[config.mk]
export PLATFORM = sky130hd
export DESIGN_NAME = node_cfg_regs
export DESIGN_NICKNAME = d
export VERILOG_FILES = /design/src/node_cfg_pkg.sv /design/src/node_cfg_regs.sv
export SDC_FILE = /design/constraint.sdc
export NUM_CORES = 1
export LEC_CHECK = 0
export ABC_CLOCK_PERIOD_IN_PS = 7750
export BUFFER_PORTS_ARGS = -buffer_cell sky130_fd_sc_hd__buf_2
export CAP_MARGIN = 25
export CORE_ASPECT_RATIO = 0.9
export CORE_MARGIN = 4
export CORE_UTILIZATION = 58
export DETAILED_ROUTE_END_ITERATION = 12
export PLACE_DENSITY = 0.85
export RECOVER_POWER = 50
export SYNTH_ARGS = -nofsm -noshare
export SYNTH_HDL_FRONTEND = slang
export SYNTH_SLANG_ARGS = --single-unit
[constraint.sdc]
create_clock -name i_clk -period 7.75 [get_ports i_clk]
set_clock_uncertainty 0.15 [all_clocks]
set_input_delay 1.55 -clock i_clk [delete_from_list [all_inputs] [get_ports i_clk]]
set_output_delay 1.55 -clock i_clk [all_outputs]
set_load 0.1 [all_outputs]
[src/node_cfg_pkg.sv]
package node_cfg_pkg;
  localparam logic [7:0] ADDR_IDENTITY   = 8'h00;
  localparam logic [7:0] ADDR_CAPABILITY = 8'h01;
  localparam logic [7:0] ADDR_PROTECT    = 8'h04;
  localparam logic [7:0] ADDR_NODE_ID    = 8'h05;
  localparam logic [7:0] ADDR_PLL        = 8'h06;
  localparam logic [7:0] ADDR_SW_RATIO   = 8'h07;
  localparam logic [7:0] ADDR_REF_RATIO  = 8'h08;
  localparam logic [7:0] ADDR_JTAG_ID    = 8'h09;
  localparam logic [7:0] ADDR_USER_CODE  = 8'h0a;
  localparam logic [7:0] ADDR_DIRS_LOW   = 8'h0c;
  localparam logic [7:0] ADDR_DIRS_HIGH  = 8'h0d;
  localparam logic [7:0] ADDR_DBG_TILE0  = 8'h10;
  localparam logic [7:0] ADDR_DBG_TILE1  = 8'h11;
  localparam logic [7:0] ADDR_DBG_ORIGIN = 8'h1f;

  localparam int PROT_LOCK_BIT   = 31;
  localparam int PROT_PLL_BIT    = 8;
  localparam int PROT_HDR_BIT    = 0;
  localparam int PLL_NORST_BIT   = 31;
  localparam int PLL_NOWAIT_BIT  = 30;
  localparam int PLL_BYPASS_BIT  = 29;
  localparam int PLL_JTAGBT_BIT  = 28;
  localparam int DBG_REQ_EN_BIT  = 1;
  localparam int DBG_DRV_EN_BIT  = 0;
  localparam int ORIGIN_PIN_BIT  = 4;
  localparam int ORIGIN_C1_BIT   = 1;
  localparam int ORIGIN_C0_BIT   = 0;

  // Writable bits of the PLL word: flags 31:28, OD 25:23, F 20:8, R 6:0.
  localparam logic [31:0] PLL_WMASK      = 32'hf39fff7f;
  localparam logic [31:0] PROT_WMASK     = 32'h80000101;
  localparam logic [31:0] PLL_RESET      = 32'h00000000;
  localparam logic [15:0] NODE_ID_RESET  = 16'h0000;
  localparam logic [15:0] SW_RATIO_RESET = 16'h0000;
  localparam logic [15:0] REF_RATIO_RESET = 16'h0003;
  localparam logic [31:0] DIRS_RESET     = 32'h00000000;
endpackage

[src/node_cfg_regs.sv]
`timescale 1ns/10ps
`default_nettype none
module node_cfg_regs #(
  parameter logic [7:0]  SWITCH_REVISION = 8'h01, // Arbitrary value.
  parameter logic [7:0]  SWITCH_VERSION  = 8'h02, // Arbitrary value.
  parameter logic [7:0]  LINK_COUNT      = 8'h08,
  parameter logic [7:0]  SWITCH_CORES    = 8'h02,
  parameter logic [7:0]  DEVICE_CORES    = 8'h02,
  parameter logic [31:0] JTAG_DEVICE_ID  = 32'h00000001 // Arbitrary value.
) (
  input  wire logic        i_clk,
  input  wire logic        i_rst,
  input  wire logic        i_cfg_wr,
  input  wire logic        i_cfg_rd,
  input  wire logic [7:0]  i_cfg_addr,
  input  wire logic [31:0] i_cfg_wdata,
  output var  logic [31:0] o_cfg_rdata,
  output var  logic        o_cfg_rvalid,
  input  wire logic [7:0]  i_boot_control_pins,
  input  wire logic [13:0] i_otp_user_code,
  input  wire logic [17:0] i_metal_id_code,
  input  wire logic [15:0] i_pkt_dest,
  output var  logic [3:0]  o_route_dir,
  output var  logic        o_route_local,
  output var  logic        o_header_one_byte,
  output var  logic [15:0] o_node_id,
  output var  logic [31:0] o_pll_settings,
  output var  logic        o_pll_bypass,
  output var  logic        o_boot_from_jtag,
  output var  logic        o_pll_skip_relock,
  output var  logic        o_tile_reset,
  output var  logic        o_chip_reset,
  output var  logic [15:0] o_switch_clock_ratio,
  output var  logic [15:0] o_reference_clock_ratio,
  input  wire logic [1:0]  i_core_halted_flag,
  input  wire logic        i_debug_pin_n,
  output var  logic        o_shared_debug_line,
  output var  logic [1:0]  o_core_debug_req
);
  typedef struct packed {
    logic        boot_taken;
    logic [7:0]  boot_pins;
    logic [31:0] protect;
    logic [15:0] node_id;
    logic [31:0] pll;
    logic [15:0] sw_ratio;
    logic [15:0] ref_ratio;
    logic [31:0] dirs_low;
    logic [31:0] dirs_high;
    logic [1:0]  dbg_cfg0;
    logic [1:0]  dbg_cfg1;
    logic [4:0]  origin;
    logic [2:0]  pin_sync;
    logic        pin_level;
    logic [1:0]  halt_prev;
    logic        line_prev;
    logic [31:0] rdata;
    logic        rvalid;
    logic        tile_rst;
    logic        chip_rst;
    logic [3:0]  route_dir;
    logic        route_local;
  } state_s;

  state_s s_q;
  state_s s_d;

  logic [15:0] mismatch;
  logic [3:0]  msb_pos;
  logic [1:0]  core_drive;
  logic        line_level;
  logic [31:0] rd_mux;
  logic        sw_ok;

  // Ranked route lookup: the highest set mismatch bit wins.
  always_comb begin
    mismatch = i_pkt_dest ^ s_q.node_id;
    msb_pos  = 4'h0;
    for (int i = 0; i < 16; i++) begin
      if (mismatch[i]) begin
        msb_pos = 4'(i);
      end
    end
  end

  assign core_drive[0] = s_q.dbg_cfg0[node_cfg_pkg::DBG_DRV_EN_BIT] & i_core_halted_flag[0];
  assign core_drive[1] = s_q.dbg_cfg1[node_cfg_pkg::DBG_DRV_EN_BIT] & i_core_halted_flag[1];
  assign line_level    = s_q.pin_level | (|core_drive);
  assign sw_ok         = ~s_q.protect[node_cfg_pkg::PROT_LOCK_BIT];

  always_comb begin
    rd_mux = 32'h00000000;
    case (i_cfg_addr)
      node_cfg_pkg::ADDR_IDENTITY:   rd_mux = {8'h00, s_q.boot_pins, SWITCH_REVISION,
                                               SWITCH_VERSION};
      node_cfg_pkg::ADDR_CAPABILITY: rd_mux = {8'h00, LINK_COUNT, SWITCH_CORES,
                                               DEVICE_CORES};
      node_cfg_pkg::ADDR_PROTECT:    rd_mux = s_q.protect;
      node_cfg_pkg::ADDR_NODE_ID:    rd_mux = {16'h0000, s_q.node_id};
      node_cfg_pkg::ADDR_PLL:        rd_mux = s_q.pll;
      node_cfg_pkg::ADDR_SW_RATIO:   rd_mux = {16'h0000, s_q.sw_ratio};
      node_cfg_pkg::ADDR_REF_RATIO:  rd_mux = {16'h0000, s_q.ref_ratio};
      node_cfg_pkg::ADDR_JTAG_ID:    rd_mux = JTAG_DEVICE_ID;
      node_cfg_pkg::ADDR_USER_CODE:  rd_mux = {i_otp_user_code, i_metal_id_code};
      node_cfg_pkg::ADDR_DIRS_LOW:   rd_mux = s_q.dirs_low;
      node_cfg_pkg::ADDR_DIRS_HIGH:  rd_mux = s_q.dirs_high;
      node_cfg_pkg::ADDR_DBG_TILE0:  rd_mux = {30'h0, s_q.dbg_cfg0};
      node_cfg_pkg::ADDR_DBG_TILE1:  rd_mux = {30'h0, s_q.dbg_cfg1};
      node_cfg_pkg::ADDR_DBG_ORIGIN: rd_mux = {27'h0, s_q.origin};
      default:                       rd_mux = 32'h00000000;
    endcase
  end

  always_comb begin
    s_d = s_q;
    s_d.tile_rst = 1'b0;
    s_d.chip_rst = 1'b0;
    s_d.rvalid   = i_cfg_rd;
    if (i_cfg_rd) begin
      s_d.rdata = rd_mux;
    end

    // Pins are held static around reset, so the first clocked sample is taken as the strap.
    if (!s_q.boot_taken) begin
      s_d.boot_pins  = i_boot_control_pins;
      s_d.boot_taken = 1'b1;
    end

    // Debug pin is asynchronous: three stages, a change counts once the last two agree.
    s_d.pin_sync = {s_q.pin_sync[1:0], ~i_debug_pin_n};
    if (s_q.pin_sync[2] == s_q.pin_sync[1]) begin
      s_d.pin_level = s_q.pin_sync[2];
    end
    s_d.halt_prev = core_drive;
    s_d.line_prev = line_level;
    // A new rising edge of the shared line names its cause and clears the rest.
    if (line_level && !s_q.line_prev) begin
      s_d.origin = 5'h00;
      if (core_drive[0] && !s_q.halt_prev[0]) begin
        s_d.origin[node_cfg_pkg::ORIGIN_C0_BIT] = 1'b1;
      end else if (core_drive[1] && !s_q.halt_prev[1]) begin
        s_d.origin[node_cfg_pkg::ORIGIN_C1_BIT] = 1'b1;
      end else begin
        s_d.origin[node_cfg_pkg::ORIGIN_PIN_BIT] = 1'b1;
      end
    end

    // Hardware recording wins over a software write in the same cycle.
    if (i_cfg_wr && i_cfg_addr == node_cfg_pkg::ADDR_DBG_ORIGIN &&
        !(line_level && !s_q.line_prev)) begin
      s_d.origin = {i_cfg_wdata[4], 2'b00, i_cfg_wdata[1:0]};
    end

    // The protect register itself stays writable so a lock can be lifted.
    if (i_cfg_wr) begin
      case (i_cfg_addr)
        node_cfg_pkg::ADDR_PROTECT: s_d.protect = i_cfg_wdata & node_cfg_pkg::PROT_WMASK;
        node_cfg_pkg::ADDR_NODE_ID: if (sw_ok) s_d.node_id = i_cfg_wdata[15:0];
        node_cfg_pkg::ADDR_PLL: begin
          if (sw_ok && !s_q.protect[node_cfg_pkg::PROT_PLL_BIT]) begin
            s_d.pll      = i_cfg_wdata & node_cfg_pkg::PLL_WMASK;
            s_d.tile_rst = 1'b1;
            s_d.chip_rst = ~i_cfg_wdata[node_cfg_pkg::PLL_NORST_BIT];
          end
        end
        node_cfg_pkg::ADDR_SW_RATIO:  if (sw_ok) s_d.sw_ratio = i_cfg_wdata[15:0];
        node_cfg_pkg::ADDR_REF_RATIO: if (sw_ok) s_d.ref_ratio = i_cfg_wdata[15:0];
        node_cfg_pkg::ADDR_DIRS_LOW:  if (sw_ok) s_d.dirs_low = i_cfg_wdata;
        node_cfg_pkg::ADDR_DIRS_HIGH: if (sw_ok) s_d.dirs_high = i_cfg_wdata;
        node_cfg_pkg::ADDR_DBG_TILE0: if (sw_ok) s_d.dbg_cfg0 = i_cfg_wdata[1:0];
        node_cfg_pkg::ADDR_DBG_TILE1: if (sw_ok) s_d.dbg_cfg1 = i_cfg_wdata[1:0];
        default: ;
      endcase
    end

    s_d.route_local = (mismatch == 16'h0000);
    if (msb_pos[3]) begin
      s_d.route_dir = s_q.dirs_high[{msb_pos[2:0], 2'b00} +: 4];
    end else begin
      s_d.route_dir = s_q.dirs_low[{msb_pos[2:0], 2'b00} +: 4];
    end
  end

  always_ff @(posedge i_clk) begin
    if (i_rst) begin
      s_q           <= '0;
      s_q.protect   <= 32'h00000000;
      s_q.node_id   <= node_cfg_pkg::NODE_ID_RESET;
      s_q.pll       <= node_cfg_pkg::PLL_RESET;
      s_q.sw_ratio  <= node_cfg_pkg::SW_RATIO_RESET;
      s_q.ref_ratio <= node_cfg_pkg::REF_RATIO_RESET;
      s_q.dirs_low  <= node_cfg_pkg::DIRS_RESET;
      s_q.dirs_high <= node_cfg_pkg::DIRS_RESET;
    end else begin
      s_q <= s_d;
    end
  end

  assign o_cfg_rdata             = s_q.rdata;
  assign o_cfg_rvalid            = s_q.rvalid;
  assign o_route_dir             = s_q.route_dir;
  assign o_route_local           = s_q.route_local;
  assign o_header_one_byte       = s_q.protect[node_cfg_pkg::PROT_HDR_BIT];
  assign o_node_id               = s_q.node_id;
  assign o_pll_settings          = s_q.pll;
  assign o_pll_bypass            = s_q.pll[node_cfg_pkg::PLL_BYPASS_BIT];
  assign o_boot_from_jtag        = s_q.pll[node_cfg_pkg::PLL_JTAGBT_BIT];
  assign o_pll_skip_relock       = s_q.pll[node_cfg_pkg::PLL_NOWAIT_BIT];
  assign o_tile_reset            = s_q.tile_rst;
  assign o_chip_reset            = s_q.chip_rst;
  assign o_switch_clock_ratio    = s_q.sw_ratio;
  assign o_reference_clock_ratio = s_q.ref_ratio;
  assign o_shared_debug_line     = line_level;
  assign o_core_debug_req[0] = line_level & s_q.dbg_cfg0[node_cfg_pkg::DBG_REQ_EN_BIT];
  assign o_core_debug_req[1] = line_level & s_q.dbg_cfg1[node_cfg_pkg::DBG_REQ_EN_BIT];
endmodule
`default_nettype wire

; Word-level counts from Yosys, hierarchy flattened
; Index checks and enable logic that the tools add are counted.
[totals]
latch_bits = 0
regBits = 205
romBits = 0
output_inout_bits = 127
ramBits = 0
in_bits = 103
elab_cells = 101
memories = 0
[classes]
n_eq_ne = 14
n_shift = 2
n_reduce_logical = 26
n_mul = 0
n_mux = 25
n_addsub = 0
bitwise_logic = 12
n_lt_le_gt_ge = 0
n_div = 0
[ops]
columns = operator, n
row1 = $pmux W32 S14, 1
row2 = $shiftx A32 B6 Y4, 2
row3 = $mux W4, 13
row4 = $eq A8 B4 Y1 const B, 5
row5 = $eq A8 B3 Y1 const B, 4
row6 = $eq A8 B5 Y1 const B, 3
row7 = $reduce_and A3 Y1, 8
row8 = $logic_not A16 Y1, 1
row9 = $xor A16 B16 Y16, 1
row10 = $mux W5, 2
row11 = $eq A8 B1 Y1 const B, 1
row12 = $logic_not A8 Y1, 1
row13 = $logic_and A1 B1 Y1, 6
row14 = $mux W1, 6
row15 = $mux W2, 3
row16 = $not A1 Y1, 6
row17 = $logic_not A1 Y1, 5
row18 = $and A1 B1 Y1, 4
row19 = $reduce_or A4 Y1, 1
row20 = $reduce_or A3 Y1, 1
row21 = $reduce_and A2 Y1, 1
row22 = $reduce_bool A2 Y1, 1
row23 = $reduce_or A2 Y1, 1
row24 = $eq A1 B1 Y1, 1
row25 = $or A1 B1 Y1, 1

; Logic depth before layout (Yosys ltp)
[logic_depth]
depth_word = 18
mapped_depth = 9
ltp_nobuf = 7

; Worst setup path before layout
; No wires, ideal clock.
[synth_timing]
kind = input port to output port
from = input port i_core_halted_flag[0]
to = output port o_core_debug_req[0]
arrival_ns = 3.107
cell_stages = 4
path_slack_ns = 2.943
path_cell_list = nand2_1 > nand2_1 > nor2_1 > nor2b_1
[synth_between]
elab_chain_cells = 4
[synth_rtl]
columns = element, line
row1 = from (decl), node_cfg_regs.sv:35  ; input wire logic [1:0] i_core_halted_flag,
row2 = $and A1 B1 Y1, node_cfg_regs.sv:86  ; assign core_drive[0] = s_q.dbg_cfg0[node_cfg_pkg::DBG_DRV_EN_BIT] & i_core_halted_flag[0];
row3 = $reduce_or A2 Y1, node_cfg_regs.sv:88  ; assign line_level = s_q.pin_level | (|core_drive);
row4 = $or A1 B1 Y1, node_cfg_regs.sv:88
row5 = $and A1 B1 Y1, node_cfg_regs.sv:214  ; assign o_core_debug_req[0] = line_level & s_q.dbg_cfg0[node_cfg_pkg::DBG_REQ_EN_BIT];
row6 = to (decl), node_cfg_regs.sv:38  ; output var logic [1:0] o_core_debug_req
; No other way between the ends.

; Final worst setup path
[layout_timing]
from = input port i_rst
to = register s_q (netlist bit o_cfg_rdata[8])
[layout_rtl]
columns = element, line
row1 = from (decl), node_cfg_regs.sv:12  ; input wire logic i_rst,
row2 = to (decl), node_cfg_regs.sv:65  ; state_s s_q;
; No word-level cell between the ends.

==> results.md <==
- Largest net degree at the start of global routing: 100
- Clock buffer depth: 3
- Gates resized, CTS repair: 0
- Area contributors post-synth: dfxtp_1, nand2_1, buf_4, a21oi_1, mux2i_1
- TritonCTS clock tree: built
- Ant diodes: 0
- Critical Path Start Type: input port
- Layout area overhead: 9.18%
- Max_slew headroom: -194%
- Initial Utilization: 60.0%
- Routed WL per cell: 20.0 microns
- Setup TNS: 0 ns
- Critical Path Max Stage Delay: 3.13 ns
- Seq/Total Area, Yosys: 41.7%
- Fmax: 182 MHz
- Arrival @ worst endpoint: 5.53 ns
- CP max stage cell: clkbuf_1
- Setup Viol. Count Final: 0
- Synth top area share: 41.7%
- CTS Sinks: 205
- Design Area, Final: 10700 sq um
- Row count: 44
- Vias per inst: 6.15
- Failing checks: max-capacitance violations, max-slew violations
- Leakage power: 3.66 nW
- Outcome: finished with violations
- Number of distinct library cells after synthesis: 55
- DR iter-0 viols: 1038
- Final slew viol count: 188
- PwrDens: 218 nW/um^2
- GRT Total Usage: 29.6%
- Filler cells: 1428
- Mapped Avg Cell Area: 8.17 sq um
- H-tree levels: 1
- Critical path peak fanout: 99
- Die Wd: 145 microns
- Clock root cell: clkbuf_16
- Slew at the pin closest to its max-slew limit: 4.42 ns
- Worst path cell trace: buf_6 > clkbuf_1 > nor3_1
- First drt pass iteration count: 7
- Layout cells sized above 1: 13.3%
- Gr ovfl total: 0
- Dpl hpwl: 20.0 mm
- RSZ-0062 raised after global routing: false
- Die Ht: 132 microns
- Vias in the first global route: 8841
- Class of the worst hold path: flip-flop to flip-flop
- WP data required: 7.78 ns
- Final wirelength: 30.0 mm
- Post-layout net count: 1379
- Setup Fix Bufs, Post-CTS: 0
- Tcrit/Tclk final: 71.0%
- CTS Hold Buffers Added: 0
- Synth warn: 0
- Crit path capture type: flip-flop
- Critical path type: input port to flip-flop
- Initial antenna violation count: 0
- Core area: 16400 sq um
- Final Total Pwr: 2.34 mW
- Die area: 19100 sq um
- Final GP Congestion: 0.901
- Placed cell area: 10200 sq um
- Vias post-DR: 9213
- Reg clk slew, reported paths: 0.06 ns
- Final worst path period need: 5.50 ns
- Port buffer count: 224
- First-pass GRT wire length: 46.9 mm
- Post-synth top area cell: dfxtp_1
- Synth async-reset ratio: 0%
- Final Hold Vio Count: 0
- Yosys reg bits: 205
- Primary FF master, synth: dfxtp_1
- IR drop worst, VDD: 0.000140 V
- Post-synthesis cell area: 9850 sq um
- IO Pins: 230
- EDFF count, synth: 0
- Maxcap violations: 3
- # DRC: 0
- Clk_lat worst skew: 0.50 ns
- TritonCTS buffer count: 21
- Antenna viol nets, final: 0
- Gate Count Post-Synth: 1205
-- final timing paths --
kind,from,endpoint,slack (ns),depth (start not counted)
max reg2reg,o_node_id[11],o_route_dir[2],4.84,7
min,s_d[45],s_d[46],0.30,1
min reg2reg,s_d[45],s_d[46],0.30,1
max,i_rst,o_cfg_rdata[8],2.25,3
-- Yosys cell counts (all sizes together), types with 2 or more instances --
cell type and instances:
nand2 315, dfxtp 205, a21oi 148, buf 138, clkbuf 60, mux2i 58
nor2 54, a22oi 26, a221oi 25, a222oi 15, nand3 15, nor3 15
a22o 14, o21ai 14, a211oi 13, a311oi 12, xnor2 12, nor2b 8
a41oi 7, nand2b 6, xor2 6, nor4 5, a31oi 4, o22ai 4
inv 3, mux4 2, nand4 2, nor3b 2, or3 2
-- layout by cell type, fill, tap and decap left out, types with 15 or more instances in the layout --
cell type,Yosys,final
a222oi_1,15,15
nor2_1,52,51
clkbuf_16,0,21
buf_2,15,103
nand2_1,315,315
a22oi_1,26,26
dfxtp_1,205,205
nand3_1,15,15
mux2i_1,58,58
a221oi_1,25,25
clkbuf_1,60,126
a21oi_1,148,148
-- flip-flops by register name, summed over array words and instances (netlist names) --
register / flops
o_reference_clock_ratio: 16
o_route_local: 1
s_d: 2
o_chip_reset: 1
o_cfg_rvalid: 1
o_header_one_byte: 1
o_route_dir: 4
o_node_id: 16
o_switch_clock_ratio: 16
o_cfg_rdata: 32
o_tile_reset: 1
s_q: 87
o_pll_settings: 27
-- area by class of cell --
type                    instances  area (sq um)  area share [%]
flip-flops and latches        205          4100            38.2
well taps                     207           259            2.41
repair buffers                242          1100            10.3
clock inverters                 6          86.3           0.803
inverters                       3          11.3           0.105
clock buffers                  31           643            5.98
multi-input cells             803          4540            42.2
-- metrics by stage --
step | cells | worst slack [ns] | hold slack (ns) | utilization (%)
finish | 1497 | 2.25 | 0.300 | 65.5
CTS | 1496 | 3.62 | 0.309 | 66.5
global placement | 1458 | 3.21 | 0.270 | 62.0
floorplan | 1209 | 2.94 | 0.264 | -
global route | 1497 | 1.98 | 0.320 | 65.5
detailed placement | 1459 | 3.12 | 0.294 | 62.1
-- critical path: cells and delay by family --
kind / cells / cell delay (ns)
buffers and inverters: 2 / 3.62
AND/OR/NAND/NOR: 1 / 0.24
-- routing by layer --
metal	up-vias	global-route usage, %	wire, microns
li1	4219	-	-
met1	4318	40.2	12200
met2	579	47.5	13600
met3	97	5.37	2990
met4	0	10.3	1170
met5	-	0	0
-- kinds of logic after synthesis --
| kind of cell | count (synthesis) | share of synthesized area [%] |
|---|---|---|
| buf+inv | 201 | 12.7 |
| other cells | 1 | 0.0381 |
| flops | 205 | 41.7 |
| compound gates | 289 | 19.0 |
| xor+xnor | 18 | 1.60 |
| mux | 61 | 6.47 |
| simple gates | 430 | 18.6 |
-- power by group --
| group | internal (mW) | switching, mW |
|---|---|---|
| sequential | 1.07 | 0.00837 |
| combinational | 0.0471 | 0.159 |
| clock | 0.641 | 0.419 |
| total | 1.75 | 0.586 |
Power figures use the tool's default switching activity.
